`src/inc/fmac_consts.svh`:
```
// Constants for the flash array mode and access control block.
// Assumes inclusion by bare name from the design file.
`ifndef FMAC_CONSTS_SVH
`define FMAC_CONSTS_SVH
// ******************************************
// Mode pin codes sampled while in reset.
// ******************************************
`define FMAC_PIN_ROM_OFF 3'h0
`define FMAC_PIN_USER 3'h1
`define FMAC_PIN_USER_BOOT 3'h2
`define FMAC_PIN_SERIAL_BOOT 3'h3
`define FMAC_PIN_PROGRAMMER 3'h4
// ******************************************
// Array extents and erase block layout.
// ******************************************
`define FMAC_BOOT_LIMIT 19'h02000
`define FMAC_UNIT_MASK 19'h0007f
`define FMAC_SMALL_BLOCKS 4'h8
`define FMAC_SIZE_SMALL 19'h01000
`define FMAC_SIZE_MID 19'h08000
`define FMAC_SIZE_BIG 19'h10000
`define FMAC_BASE_MID 19'h08000
// ******************************************
// Sequencing counts in clock cycles and the erase base reset value.
// ******************************************
`define FMAC_VEC_CHECK_CYCLES 4'h4
`define FMAC_AUTO_ERASE_CYCLES 8'h20
`define FMAC_RESET_VALUE_ADDR 19'h00000
`endif

```
`src/inc/fmac_pkg.sv`:
```
// Types shared by the flash access control block.
// Assumes nothing beyond a SystemVerilog compiler.
package fmac_pkg;
   // Operating modes of the device as seen by the flash.
   typedef enum logic [2:0] {
      FMAC_ROM_OFF,
      FMAC_USER,
      FMAC_USER_PROG,
      FMAC_USER_BOOT,
      FMAC_SERIAL_BOOT,
      FMAC_PROGRAMMER
   } fmac_mode_t;
   // Kinds of access a request may ask for.
   typedef enum logic [1:0] {
      FMAC_OP_READ,
      FMAC_OP_PROGRAM,
      FMAC_OP_ERASE
   } fmac_op_t;
   // The two memory arrays sharing one address space.
   typedef enum logic {
      FMAC_ARRAY_USER,
      FMAC_ARRAY_BOOT
   } fmac_array_t;
endpackage

```
`src/design/fmac_access_ctrl.sv`:
```
// Mode latch, array mapping and access gating for a two-array flash.
// Assumes synchronous inputs and a CPU that keeps its own obligations.
`timescale 1ns/1ns
`include "fmac_consts.svh"
module fmac_access_ctrl (
   // Clock, reset and clock enable.
   input wire logic clk,
   input wire logic rst,
   input wire logic ce,
   // Mode pins and flash write enable pin.
   input wire logic [2:0] modePins,
   input wire logic flashWriteEnablePin,
   // Software control bits.
   input wire logic userProgramEnableBit,
   input wire logic softWriteEnable,
   input wire logic arraySelectWr,
   input wire fmac_pkg::fmac_array_t arraySelectData,
   // Access request from the CPU side.
   input wire logic reqValid,
   input wire fmac_pkg::fmac_op_t reqOp,
   input wire logic [18:0] reqAddr,
   input wire logic [3:0] eraseBlockNumber,
   input wire logic fetchFromRam,
   input wire logic programDone,
   // Serial receive line for bit rate detection.
   input wire logic serialRx,
   // Status and answers.
   output fmac_pkg::fmac_mode_t mode,
   output fmac_pkg::fmac_array_t array_select_register,
   output logic vectorFromEmbedded,
   output logic autoEraseBusy,
   output logic contentsHidden,
   output logic grant,
   output logic deny,
   output logic readUndefined,
   output logic [18:0] eraseBase,
   output logic [18:0] eraseSize,
   output logic [15:0] bitPeriod,
   output logic baudLocked
);
   // ******************************************
   // Mode latch.
   // ******************************************
   logic fweAtReset; // Enable pin level caught in reset.
   logic [3:0] vecCount; // Vector check countdown.
   logic [7:0] eraseCount; // Automatic erase countdown.
   logic [15:0] rxCount; // Low time of the first start bit.
   logic rxSeenLow; // A start bit is being timed.
   logic rdOk; // Read permitted now.
   logic wrOk; // Program or erase permitted now.
   logic next_grant; // Answer for the current request.

   // The pins are sampled in every reset cycle, so the last one wins.
   // Afterwards only the enable bit may move between the two user
   // modes; the pins are ignored so a glitch cannot change mode.
   always_ff @(posedge clk) begin
      if (rst) begin
         fweAtReset <= flashWriteEnablePin;
         unique case (modePins)
            `FMAC_PIN_USER: mode <= fmac_pkg::FMAC_USER;
            `FMAC_PIN_USER_BOOT: mode <= fmac_pkg::FMAC_USER_BOOT;
            `FMAC_PIN_SERIAL_BOOT: mode <= fmac_pkg::FMAC_SERIAL_BOOT;
            `FMAC_PIN_PROGRAMMER: mode <= fmac_pkg::FMAC_PROGRAMMER;
            default: mode <= fmac_pkg::FMAC_ROM_OFF;
         endcase
      end else if (ce) begin
         // Only user mode and user program mode swap, by the bit.
         if (mode == fmac_pkg::FMAC_USER &&
             userProgramEnableBit && fweAtReset) begin
            mode <= fmac_pkg::FMAC_USER_PROG;
         end else if (mode == fmac_pkg::FMAC_USER_PROG &&
                      !userProgramEnableBit) begin
            mode <= fmac_pkg::FMAC_USER;
         end
      end
   end

   // ******************************************
   // Array mapping and reset vector source.
   // ******************************************
   // User boot starts on the boot array; all else on the user array.
   // Select writes are held off while the vector is checked so the
   // embedded fetch cannot be redirected halfway.
   always_ff @(posedge clk) begin
      if (rst) begin
         if (modePins == `FMAC_PIN_USER_BOOT) begin
            array_select_register <= fmac_pkg::FMAC_ARRAY_BOOT;
         end else begin
            array_select_register <= fmac_pkg::FMAC_ARRAY_USER;
         end
      end else if (ce && arraySelectWr && !vectorFromEmbedded) begin
         array_select_register <= arraySelectData;
      end
   end

   // The embedded store serves the vector until the check is over.
   always_ff @(posedge clk) begin
      if (rst) begin
         vecCount <= `FMAC_VEC_CHECK_CYCLES;
         vectorFromEmbedded <= (modePins == `FMAC_PIN_USER_BOOT);
      end else if (ce && vectorFromEmbedded) begin
         vecCount <= vecCount - 4'h1;
         if (vecCount == 4'h1) begin
            vectorFromEmbedded <= 1'b0;
         end
      end
   end

   // ******************************************
   // Serial boot automatic erase.
   // ******************************************
   // Both arrays are wiped before anything else is allowed, and the
   // contents stay hidden until the first programming completes.
   always_ff @(posedge clk) begin
      if (rst) begin
         eraseCount <= `FMAC_AUTO_ERASE_CYCLES;
         autoEraseBusy <= (modePins == `FMAC_PIN_SERIAL_BOOT);
         contentsHidden <= (modePins == `FMAC_PIN_SERIAL_BOOT);
      end else if (ce) begin
         if (autoEraseBusy) begin
            eraseCount <= eraseCount - 8'h01;
            if (eraseCount == 8'h01) begin
               autoEraseBusy <= 1'b0;
            end
         end else if (programDone) begin
            contentsHidden <= 1'b0;
         end
      end
   end

   // ******************************************
   // Bit rate detection.
   // ******************************************
   // The first low pulse on the line is one start bit; its length in
   // clocks is the bit period. Only one measurement per reset.
   always_ff @(posedge clk) begin
      if (rst) begin
         rxCount <= 16'h0000;
         rxSeenLow <= 1'b0;
         bitPeriod <= 16'h0000;
         baudLocked <= 1'b0;
      end else if (ce && mode == fmac_pkg::FMAC_SERIAL_BOOT &&
                   !baudLocked) begin
         if (!serialRx) begin
            rxSeenLow <= 1'b1;
            // Saturate rather than wrap on a stuck-low line.
            if (rxCount != 16'hffff) begin
               rxCount <= rxCount + 16'h0001;
            end
         end else if (rxSeenLow) begin
            bitPeriod <= rxCount;
            baudLocked <= 1'b1;
         end
      end
   end

   // ******************************************
   // Permission decode.
   // ******************************************
   // Reads need ROM enabled and no erase or hidden state in progress.
   always_comb begin
      rdOk = (mode != fmac_pkg::FMAC_ROM_OFF);
      if (autoEraseBusy || contentsHidden) begin
         rdOk = 1'b0;
      end
   end

   // Writes need a writing mode, both protections open, the right
   // array, and on board a routine running out of RAM.
   always_comb begin
      wrOk = 1'b0;
      unique case (mode)
         fmac_pkg::FMAC_USER_PROG,
         fmac_pkg::FMAC_USER_BOOT: begin
            wrOk = (array_select_register ==
                    fmac_pkg::FMAC_ARRAY_USER);
         end
         fmac_pkg::FMAC_SERIAL_BOOT: wrOk = !autoEraseBusy;
         fmac_pkg::FMAC_PROGRAMMER: wrOk = 1'b1;
         fmac_pkg::FMAC_ROM_OFF,
         fmac_pkg::FMAC_USER: wrOk = 1'b0;
         default: wrOk = 1'b0;
      endcase
      if (!softWriteEnable || !flashWriteEnablePin) begin
         wrOk = 1'b0;
      end
      if (mode != fmac_pkg::FMAC_PROGRAMMER && !fetchFromRam) begin
         wrOk = 1'b0;
      end
   end

   // A program request must name the start of a 128-byte unit.
   always_comb begin
      unique case (reqOp)
         fmac_pkg::FMAC_OP_READ: next_grant = rdOk;
         fmac_pkg::FMAC_OP_PROGRAM: next_grant = wrOk &&
            ((reqAddr & `FMAC_UNIT_MASK) == 19'h00000);
         fmac_pkg::FMAC_OP_ERASE: next_grant = wrOk;
         default: next_grant = 1'b0;
      endcase
   end

   // ******************************************
   // Answers.
   // ******************************************
   // One answer pulse per request, one cycle after it.
   always_ff @(posedge clk) begin
      if (rst) begin
         grant <= 1'b0;
         deny <= 1'b0;
         readUndefined <= 1'b0;
      end else if (ce) begin
         grant <= reqValid && next_grant;
         deny <= reqValid && !next_grant;
         // The data is still returned but flagged as meaningless.
         readUndefined <= reqValid && next_grant &&
            reqOp == fmac_pkg::FMAC_OP_READ &&
            array_select_register == fmac_pkg::FMAC_ARRAY_BOOT &&
            reqAddr >= `FMAC_BOOT_LIMIT;
      end
   end

   // Erase block geometry: eight small, one mid, seven big blocks.
   always_ff @(posedge clk) begin
      if (rst) begin
         eraseBase <= `FMAC_RESET_VALUE_ADDR;
         eraseSize <= `FMAC_SIZE_SMALL;
      end else if (ce && reqValid && reqOp == fmac_pkg::FMAC_OP_ERASE) begin
         if (eraseBlockNumber < `FMAC_SMALL_BLOCKS) begin
            eraseBase <= {4'h0, eraseBlockNumber[2:0], 12'h000};
            eraseSize <= `FMAC_SIZE_SMALL;
         end else if (eraseBlockNumber == `FMAC_SMALL_BLOCKS) begin
            eraseBase <= `FMAC_BASE_MID;
            eraseSize <= `FMAC_SIZE_MID;
         end else begin
            eraseBase <= {eraseBlockNumber[2:0], 16'h0000};
            eraseSize <= `FMAC_SIZE_BIG;
         end
      end
   end
endmodule

```
`config.mk`:
```
export PLATFORM = sky130hd
export DESIGN_NAME = fmac_access_ctrl
export DESIGN_NICKNAME = d
export VERILOG_FILES = /design/src/inc/fmac_pkg.sv /design/src/design/fmac_access_ctrl.sv
export VERILOG_INCLUDE_DIRS = /design/src /design/src/inc
export SDC_FILE = /design/constraint.sdc
export NUM_CORES = 1
export LEC_CHECK = 0
export BUFFER_PORTS_ARGS = -buffer_cell sky130_fd_sc_hd__buf_2
export CAP_MARGIN = 40
export CORE_ASPECT_RATIO = 1.75
export CORE_MARGIN = 2
export CORE_UTILIZATION = 51
export DETAILED_ROUTE_END_ITERATION = 7
export GPL_TIMING_DRIVEN = 1
export PLACE_DENSITY = 0.82
export SLEW_MARGIN = 20
export SYNTH_ARGS = -nofsm -noshare
export SYNTH_HDL_FRONTEND = slang
export SYNTH_SLANG_ARGS = --single-unit
```
`constraint.sdc`:
```
create_clock -name clk -period 2.1 [get_ports clk]
set_input_delay 0 -clock clk [delete_from_list [all_inputs] [get_ports clk]]
set_output_delay 0 -clock clk [all_outputs]
set_load 0.02 [all_outputs]
```
==> results of run 1 <==
[final timing paths]
| kind | startpoint | end | slack, ns | cells past startpoint |
|---|---|---|---|---|
| max | mode[0] | rxCount[14] | 0.12 | 4 |
| min | reqOp[0] | readUndefined | 0.03 | 4 |
| max reg2reg | mode[0] | rxCount[14] | 0.12 | 4 |
| min reg2reg | eraseSize[16] | eraseSize[16] | 0.45 | 2 |
[layout make-up]
class | count | area (µm²) | share of cell area
Sequential cell | 66 | 1400 | 0.353
Clock inverter | 4 | 41.3 | 0.0104
Multi-Input combinational cell | 272 | 1690 | 0.425
Tap cell | 80 | 100 | 0.0252
Inverter | 10 | 37.5 | 0.00945
Timing Repair Buffer | 92 | 561 | 0.141
Clock buffer | 12 | 145 | 0.0365
[critical path: stages, from the launching register on]
cell	delay (ns)
edfxtp_1	0.43
nor4b_4	0.47
nand4_4	0.26
or4_1	0.57
o211a_1	0.14
[layout by cell type, fill, tap and decap left out, types with 4 or more instances in the layout]
master | netlist | routed
buf_2 | 2 | 70
dfxtp_1 | 58 | 58
nor2_1 | 43 | 43
nand2_1 | 28 | 28
conb_1 | 1 | 28
a21oi_1 | 24 | 24
mux2i_1 | 17 | 17
dlygate4sd3_1 | 0 | 13
nand3_1 | 12 | 12
inv_1 | 10 | 10
nor2b_1 | 10 | 10
clkbuf_8 | 0 | 10
o21ai_0 | 8 | 8
edfxtp_1 | 8 | 8
buf_4 | 30 | 8
mux2_2 | 7 | 7
nand3b_1 | 6 | 6
ha_1 | 6 | 6
nor3_1 | 5 | 5
nor4_1 | 5 | 5
nand4_1 | 5 | 5
or4_1 | 5 | 5
nor3b_1 | 5 | 5
xnor2_1 | 5 | 5
xor2_1 | 4 | 4
and3_1 | 4 | 4
o31ai_1 | 4 | 4
a211oi_1 | 4 | 4
[synth_stat cells, drive strengths merged, types with 3 or more instances]
| cell type | number |
|---|---|
| a211oi | 4 |
| a21oi | 24 |
| and3 | 4 |
| buf | 39 |
| clkbuf | 9 |
| dfxtp | 58 |
| edfxtp | 8 |
| ha | 6 |
| inv | 10 |
| mux2 | 7 |
| mux2i | 17 |
| nand2 | 28 |
| nand2b | 3 |
| nand3 | 12 |
| nand3b | 6 |
| nand4 | 6 |
| nand4b | 3 |
| nor2 | 43 |
| nor2b | 10 |
| nor3 | 5 |
| nor3b | 5 |
| nor4 | 5 |
| nor4b | 4 |
| o211ai | 3 |
| o21ai | 8 |
| o31ai | 4 |
| or3 | 3 |
| or4 | 5 |
| xnor2 | 5 |
| xor2 | 4 |
[metrics by stage]
step | std cells | util | worst slack (ns) | hold WS [ns]
floorplan | 396 | - | 0.118 | 0.0989
global placement | 507 | 0.585 | 0.118 | 0.199
detailed placement | 507 | 0.585 | 0.0525 | 0.199
CTS | 536 | 0.635 | 0.0161 | 0.0134
global route | 536 | 0.638 | 0.0368 | 0.0371
finish | 536 | 0.638 | 0.124 | 0.0297
[routing by layer]
metal,GRT usage,up-vias
met4,0.122,0
met3,0.0467,24
met5,0,-
li1,-,1420
met2,0.377,101
met1,0.211,1359
[power by group]
group / internal [mW] / total, mW / switching [mW]
Combinational: 0.113 / 0.303 / 0.190
Sequential: 1.31 / 1.34 / 0.0323
Clock: 0.570 / 1.02 / 0.452
Total: 1.99 / 2.67 / 0.674
[cell families after synthesis]
group / count (synthesis)
xor+xnor: 9
other cells: 1
flops: 66
compound gates: 58
simple gates: 147
mux: 24
buf+inv: 58
fa+ha+maj: 6
[registers in the layout (all words and copies together), names as in the netlist, 2 cells and up]
register and count:
mode 3, rxCount 16, eraseBase 7, bitPeriod 16, eraseCount 8, vecCount 4
eraseSize 2
[timing repair]
item | CTS | global route
setup endpoints to repair | 0 | 5
gates resized for setup | 0 | 2
hold buffers | 13 | 0
hold endpoints to repair | 10 | 0
==> key figures, run 1 <==
Placement
  • GP Congestion: between 0.8 and 0.9
  • Post-place instance area: 3640 µm²
  • Post-DP HPWL: between 5000 and 6000 µm
  • IO buf count: 70

Floorplan
  • Die H: 111 µm
  • Site Rows: 38
  • Core Area: between 6000 and 7000 µm²
  • I/O pin total: roughly 110
  • Starting density of the core: 0.533
  • Die area: around 7000 µm²
  • DIE WIDTH: about 65 µm

Power and ir drop
  • Leak: 1.65 nW
  • Power Total: 2.67 mW
  • Worst vdd ir: about 470 µV
  • Power per standard cell area: about 670 nW/µm²

Clocking
  • CTS tree: done
  • Post-CTS Setup Repair Bufs: 0
  • Htree depth: 3
  • Clk buf depth: 2
  • Worst-Skew Late Latency: ~0.34 ns
  • Clk Tree Root Cell: clkbuf_8
  • Clk slew on worst S/H paths: 0.07 ns
  • Total CTS buffers: 9
  • Num Clock Sinks: 66

Detailed routing
  • Final WL: 7440 µm
  • Routed length on met3: 382 µm
  • ANT nets after route: 0
  • Metal-1 WL: roughly 2800 µm
  • Vias post-DR: 2904
  • DRC errors left: 0
  • Vias/cell: 5.42
  • Met2 WL post-DR: just under 4000 µm
  • DR WL/cell: 13.9 µm
  • 1st-pass router iterations: 4
  • 1st-iter DRT viols: a little over 200
  • Top sig layer: met4

GRT
  • Number of global-route vias before repair: about 2.7k
  • Gr ovfl total: 0
  • Initial antenna violation count: 0
  • Largest net degree at the start of global routing: 25
  • First-pass GRT wire length: about 12000 µm
  • GRT Resource Usage Total: 0.209

Yosys
  • Area contributors post-synth: dfxtp_1 35%, edfxtp_1 7.2%, buf_4 6.8%
  • Yosys top cell by area: dfxtp_1
  • Post-synthesis sequential element count: 66
  • Multiplexer share of the synthesized area: 0.0750
  • Yosys warns: 0
  • Synth Area in XOR/XNOR: 0.0237
  • Top-area cell type share of the netlist area: 0.350
  • Mean Syn Cell Area: between 8 and 9 µm²
  • Post-synthesis adder-cell area fraction: 0.0226
  • Yosys cell types: 51
  • Synth Area in Simple Gates: 0.237
  • Synthesized cell area: 3320 µm²
  • Fraction of registers with async set/reset: 0
  • Sequential area share after synthesis: 0.422
  • Cells after synthesis: roughly 370
  • Main synth FF type: dfxtp_1
  • Largest family of logic cells by synthesized area: simple AND/OR/NAND/NOR gates
  • Synth Area in Compound Gates: 0.114
  • Number of synthesized flops with an enable pin: 8

STA
  • Setup TNS: 0 ns
  • Unrepaired setup endpoints after global routing: false
  • Max transition margin: 0.632
  • Tightest Pin Transition: ~0.55 ns
  • Slew Limit Fails: 0
  • Final setup skew: 0.00586 ns
  • Final setup violation count: 0
  • Fin crit share: 0.941
  • Final Hold Fails: 0
  • Fmax: ~500 MHz
  • Min cycle time layout: about 2.0 ns

Layout
  • # diodes: 0
  • Design area: ~4000 µm²
  • Layout cell share with drive strength beyond 1: 0.226
  • Layout Nets: just under 500
  • Fill count: between 500 and 600
  • Synthesis-to-layout area growth: 19.7%

Worst setup path
  • Worst Path Arrival: about 2.2 ns
  • Worst Setup Start Kind: flip-flop
  • WP data required: ~2.3 ns
  • Setup crit end kind: flip-flop
  • Worst Path Max Fanout: 12
  • Crit Path Class: flip-flop to flip-flop

Run status
  • Status: finished, final reports clean

Hold path
  • Hold crit path type: input port to flip-flop

Run
  • Max-cap viol count: 0
Note: power is estimated with default switching activity, not from simulation.
==> run 2, diff against run 1 <==
--- a/config.mk
+++ b/config.mk
@@ -14,6 +14,8 @@
 export DETAILED_ROUTE_END_ITERATION = 7
 export GPL_TIMING_DRIVEN = 1
 export PLACE_DENSITY = 0.82
+export REMOVE_ABC_BUFFERS = 1
+export SETUP_SLACK_MARGIN = 0.05
 export SLEW_MARGIN = 20
 export SYNTH_ARGS = -nofsm -noshare
 export SYNTH_HDL_FRONTEND = slang
==> key figures, run 2 (synthesis gave the netlist of run 1 again) <==
STA
  • Unrepaired setup endpoints after global routing: false
  • Max transition margin: 0.536
  • Final setup violation count: 0
  • Fin crit share: 0.908
  • Setup TNS: 0 ns
  • WHS: between 0.02 and 0.025 ns
  • Slack of the critical path: approximately 0.19 ns
  • Final Hold Fails: 0
  • Fmax: between 500 and 600 MHz
  • Final setup skew: about 0.0084 ns
  • Tightest Pin Transition: 0.686 ns
  • Min cycle time layout: around 1.9 ns
  • Slew Limit Fails: 0

Layout
  • Commonest non-fill, non-tap cell in the layout: buf_2
  • Layout Nets: between 400 and 500
  • Most frequent cells in the layout: 70 x buf_2, 58 x dfxtp_1, 43 x nor2_1, 28 x nand2_1, 28 x conb_1
  • Synthesis-to-layout area growth: 18.7%
  • Layout cell share with drive strength beyond 1: 0.226
  • # diodes: 0
  • Largest regs: bitPeriod (16), rxCount (16), eraseCount (8)

Worst setup path
  • Worst Path Arrival: ~2.1 ns
  • WP data required: 2.33 ns
  • Worst Path Max Fanout: 12
  • Worst Setup Start Kind: flip-flop
  • Crit Path Class: flip-flop to flip-flop
  • Crit. Startpoint: mode[0]
  • Reg2reg start: mode[0]
  • Setup crit end kind: flip-flop

Floorplan
  • DIE WIDTH: about 65 µm
  • Core Area: between 6000 and 7000 µm²
  • Starting density of the core: 0.533
  • Die area: approximately 7000 µm²
  • Site Rows: 38
  • I/O pin total: 105
  • Die H: 111 µm

Detailed routing
  • Vias post-DR: between 2k and 3k
  • 1st-iter DRT viols: about 220
  • Vias/cell: ~5.4
  • Final WL: about 7400 µm
  • 1st-pass router iterations: 5
  • DRC errors left: 0
  • DR WL/cell: between 10 and 15 µm
  • ANT nets after route: 0

Clocking
  • Num Clock Sinks: 66
  • Post-cts sizing count: 0
  • Clk buf depth: 2
  • CTS tree: done
  • Worst-Skew Late Latency: between 0.3 and 0.4 ns
  • Clk slew on worst S/H paths: about 0.070 ns
  • Htree depth: 3
  • Clk Tree Root Cell: clkbuf_8
  • Total CTS buffers: 9

Hold path
  • Hold crit path type: input port to flip-flop
  • HP Start: reqOp[1]

Power and ir drop
  • Leak: ~1.7 nW
  • Power Total: roughly 2.7 mW
  • Power per standard cell area: 678 nW/µm²
  • Worst vdd ir: slightly above 400 µV

Placement
  • Placement Setup Slack: around 0.19 ns
  • IO buf count: 70
  • Post-DP HPWL: between 5000 and 6000 µm
  • GP Congestion: slightly above 0.8

GRT
  • GRT Resource Usage Total: 0.216
  • Initial antenna violation count: 0
  • First-pass GRT wire length: ~12000 µm
  • Gr ovfl total: 0
  • Number of global-route vias before repair: 2742
  • Largest net degree at the start of global routing: 34

Run status
  • Status: finished, final reports clean

Run
  • Max-cap viol count: 0
run 2: layer usage:
layer  GRT usage  share of wire  vias up  wire length [µm]
li1            -              -     1410                 -
met4       0.123          0.035        0               260
met2       0.386           0.52      140              3900
met5           0              0        -                 0
met3      0.0497          0.073       21               540
met1       0.222           0.37     1336              2730
run 2: final timing paths:
check | slack (ns) | cells after the start | end
max | 0.19 | 4 | rxCount[14]
min | 0.02 | 4 | grant
max reg2reg | 0.19 | 4 | rxCount[14]
min reg2reg | 0.46 | 2 | eraseBase[18]
run 2: critical path, cell delays in order (launching register included):
cell and delay [ns]:
edfxtp_1 0.44, nor4b_4 0.32, nand4_2 0.30, or4_1 0.60, o211a_1 0.14
run 2: power by group:
group / total, mW / internal (mW) / switching (mW)
Clock: 1.03 / 0.578 / 0.452
Combinational: 0.296 / 0.109 / 0.186
Sequential: 1.34 / 1.31 / 0.0338
run 2: through the flow:
step,area [µm²],instances,util
6_report,3940,535,0.633
3_5_place_dp,3620,506,0.581
3_3_place_gp,3620,506,0.581
4_1_cts,3940,535,0.633
5_1_grt,3940,535,0.633
2_1_floorplan,3110,348,-
run 2: layout make-up:
class                           instances  area [µm²]
Fill cell                             555        2290
Inverter                               10        37.5
Multi-Input combinational cell        272        1670
Timing Repair Buffer                   91         541
Sequential cell                        66        1400
Tap cell                               80         100
Clock buffer                           13         149
Clock inverter                          3        40.0
run 2: repair_timing:
item | in CTS | in global routing
hold buffers | 13 | 0
buffers inserted | 0 | 0
endpoints found under the hold margin | 11 | 0
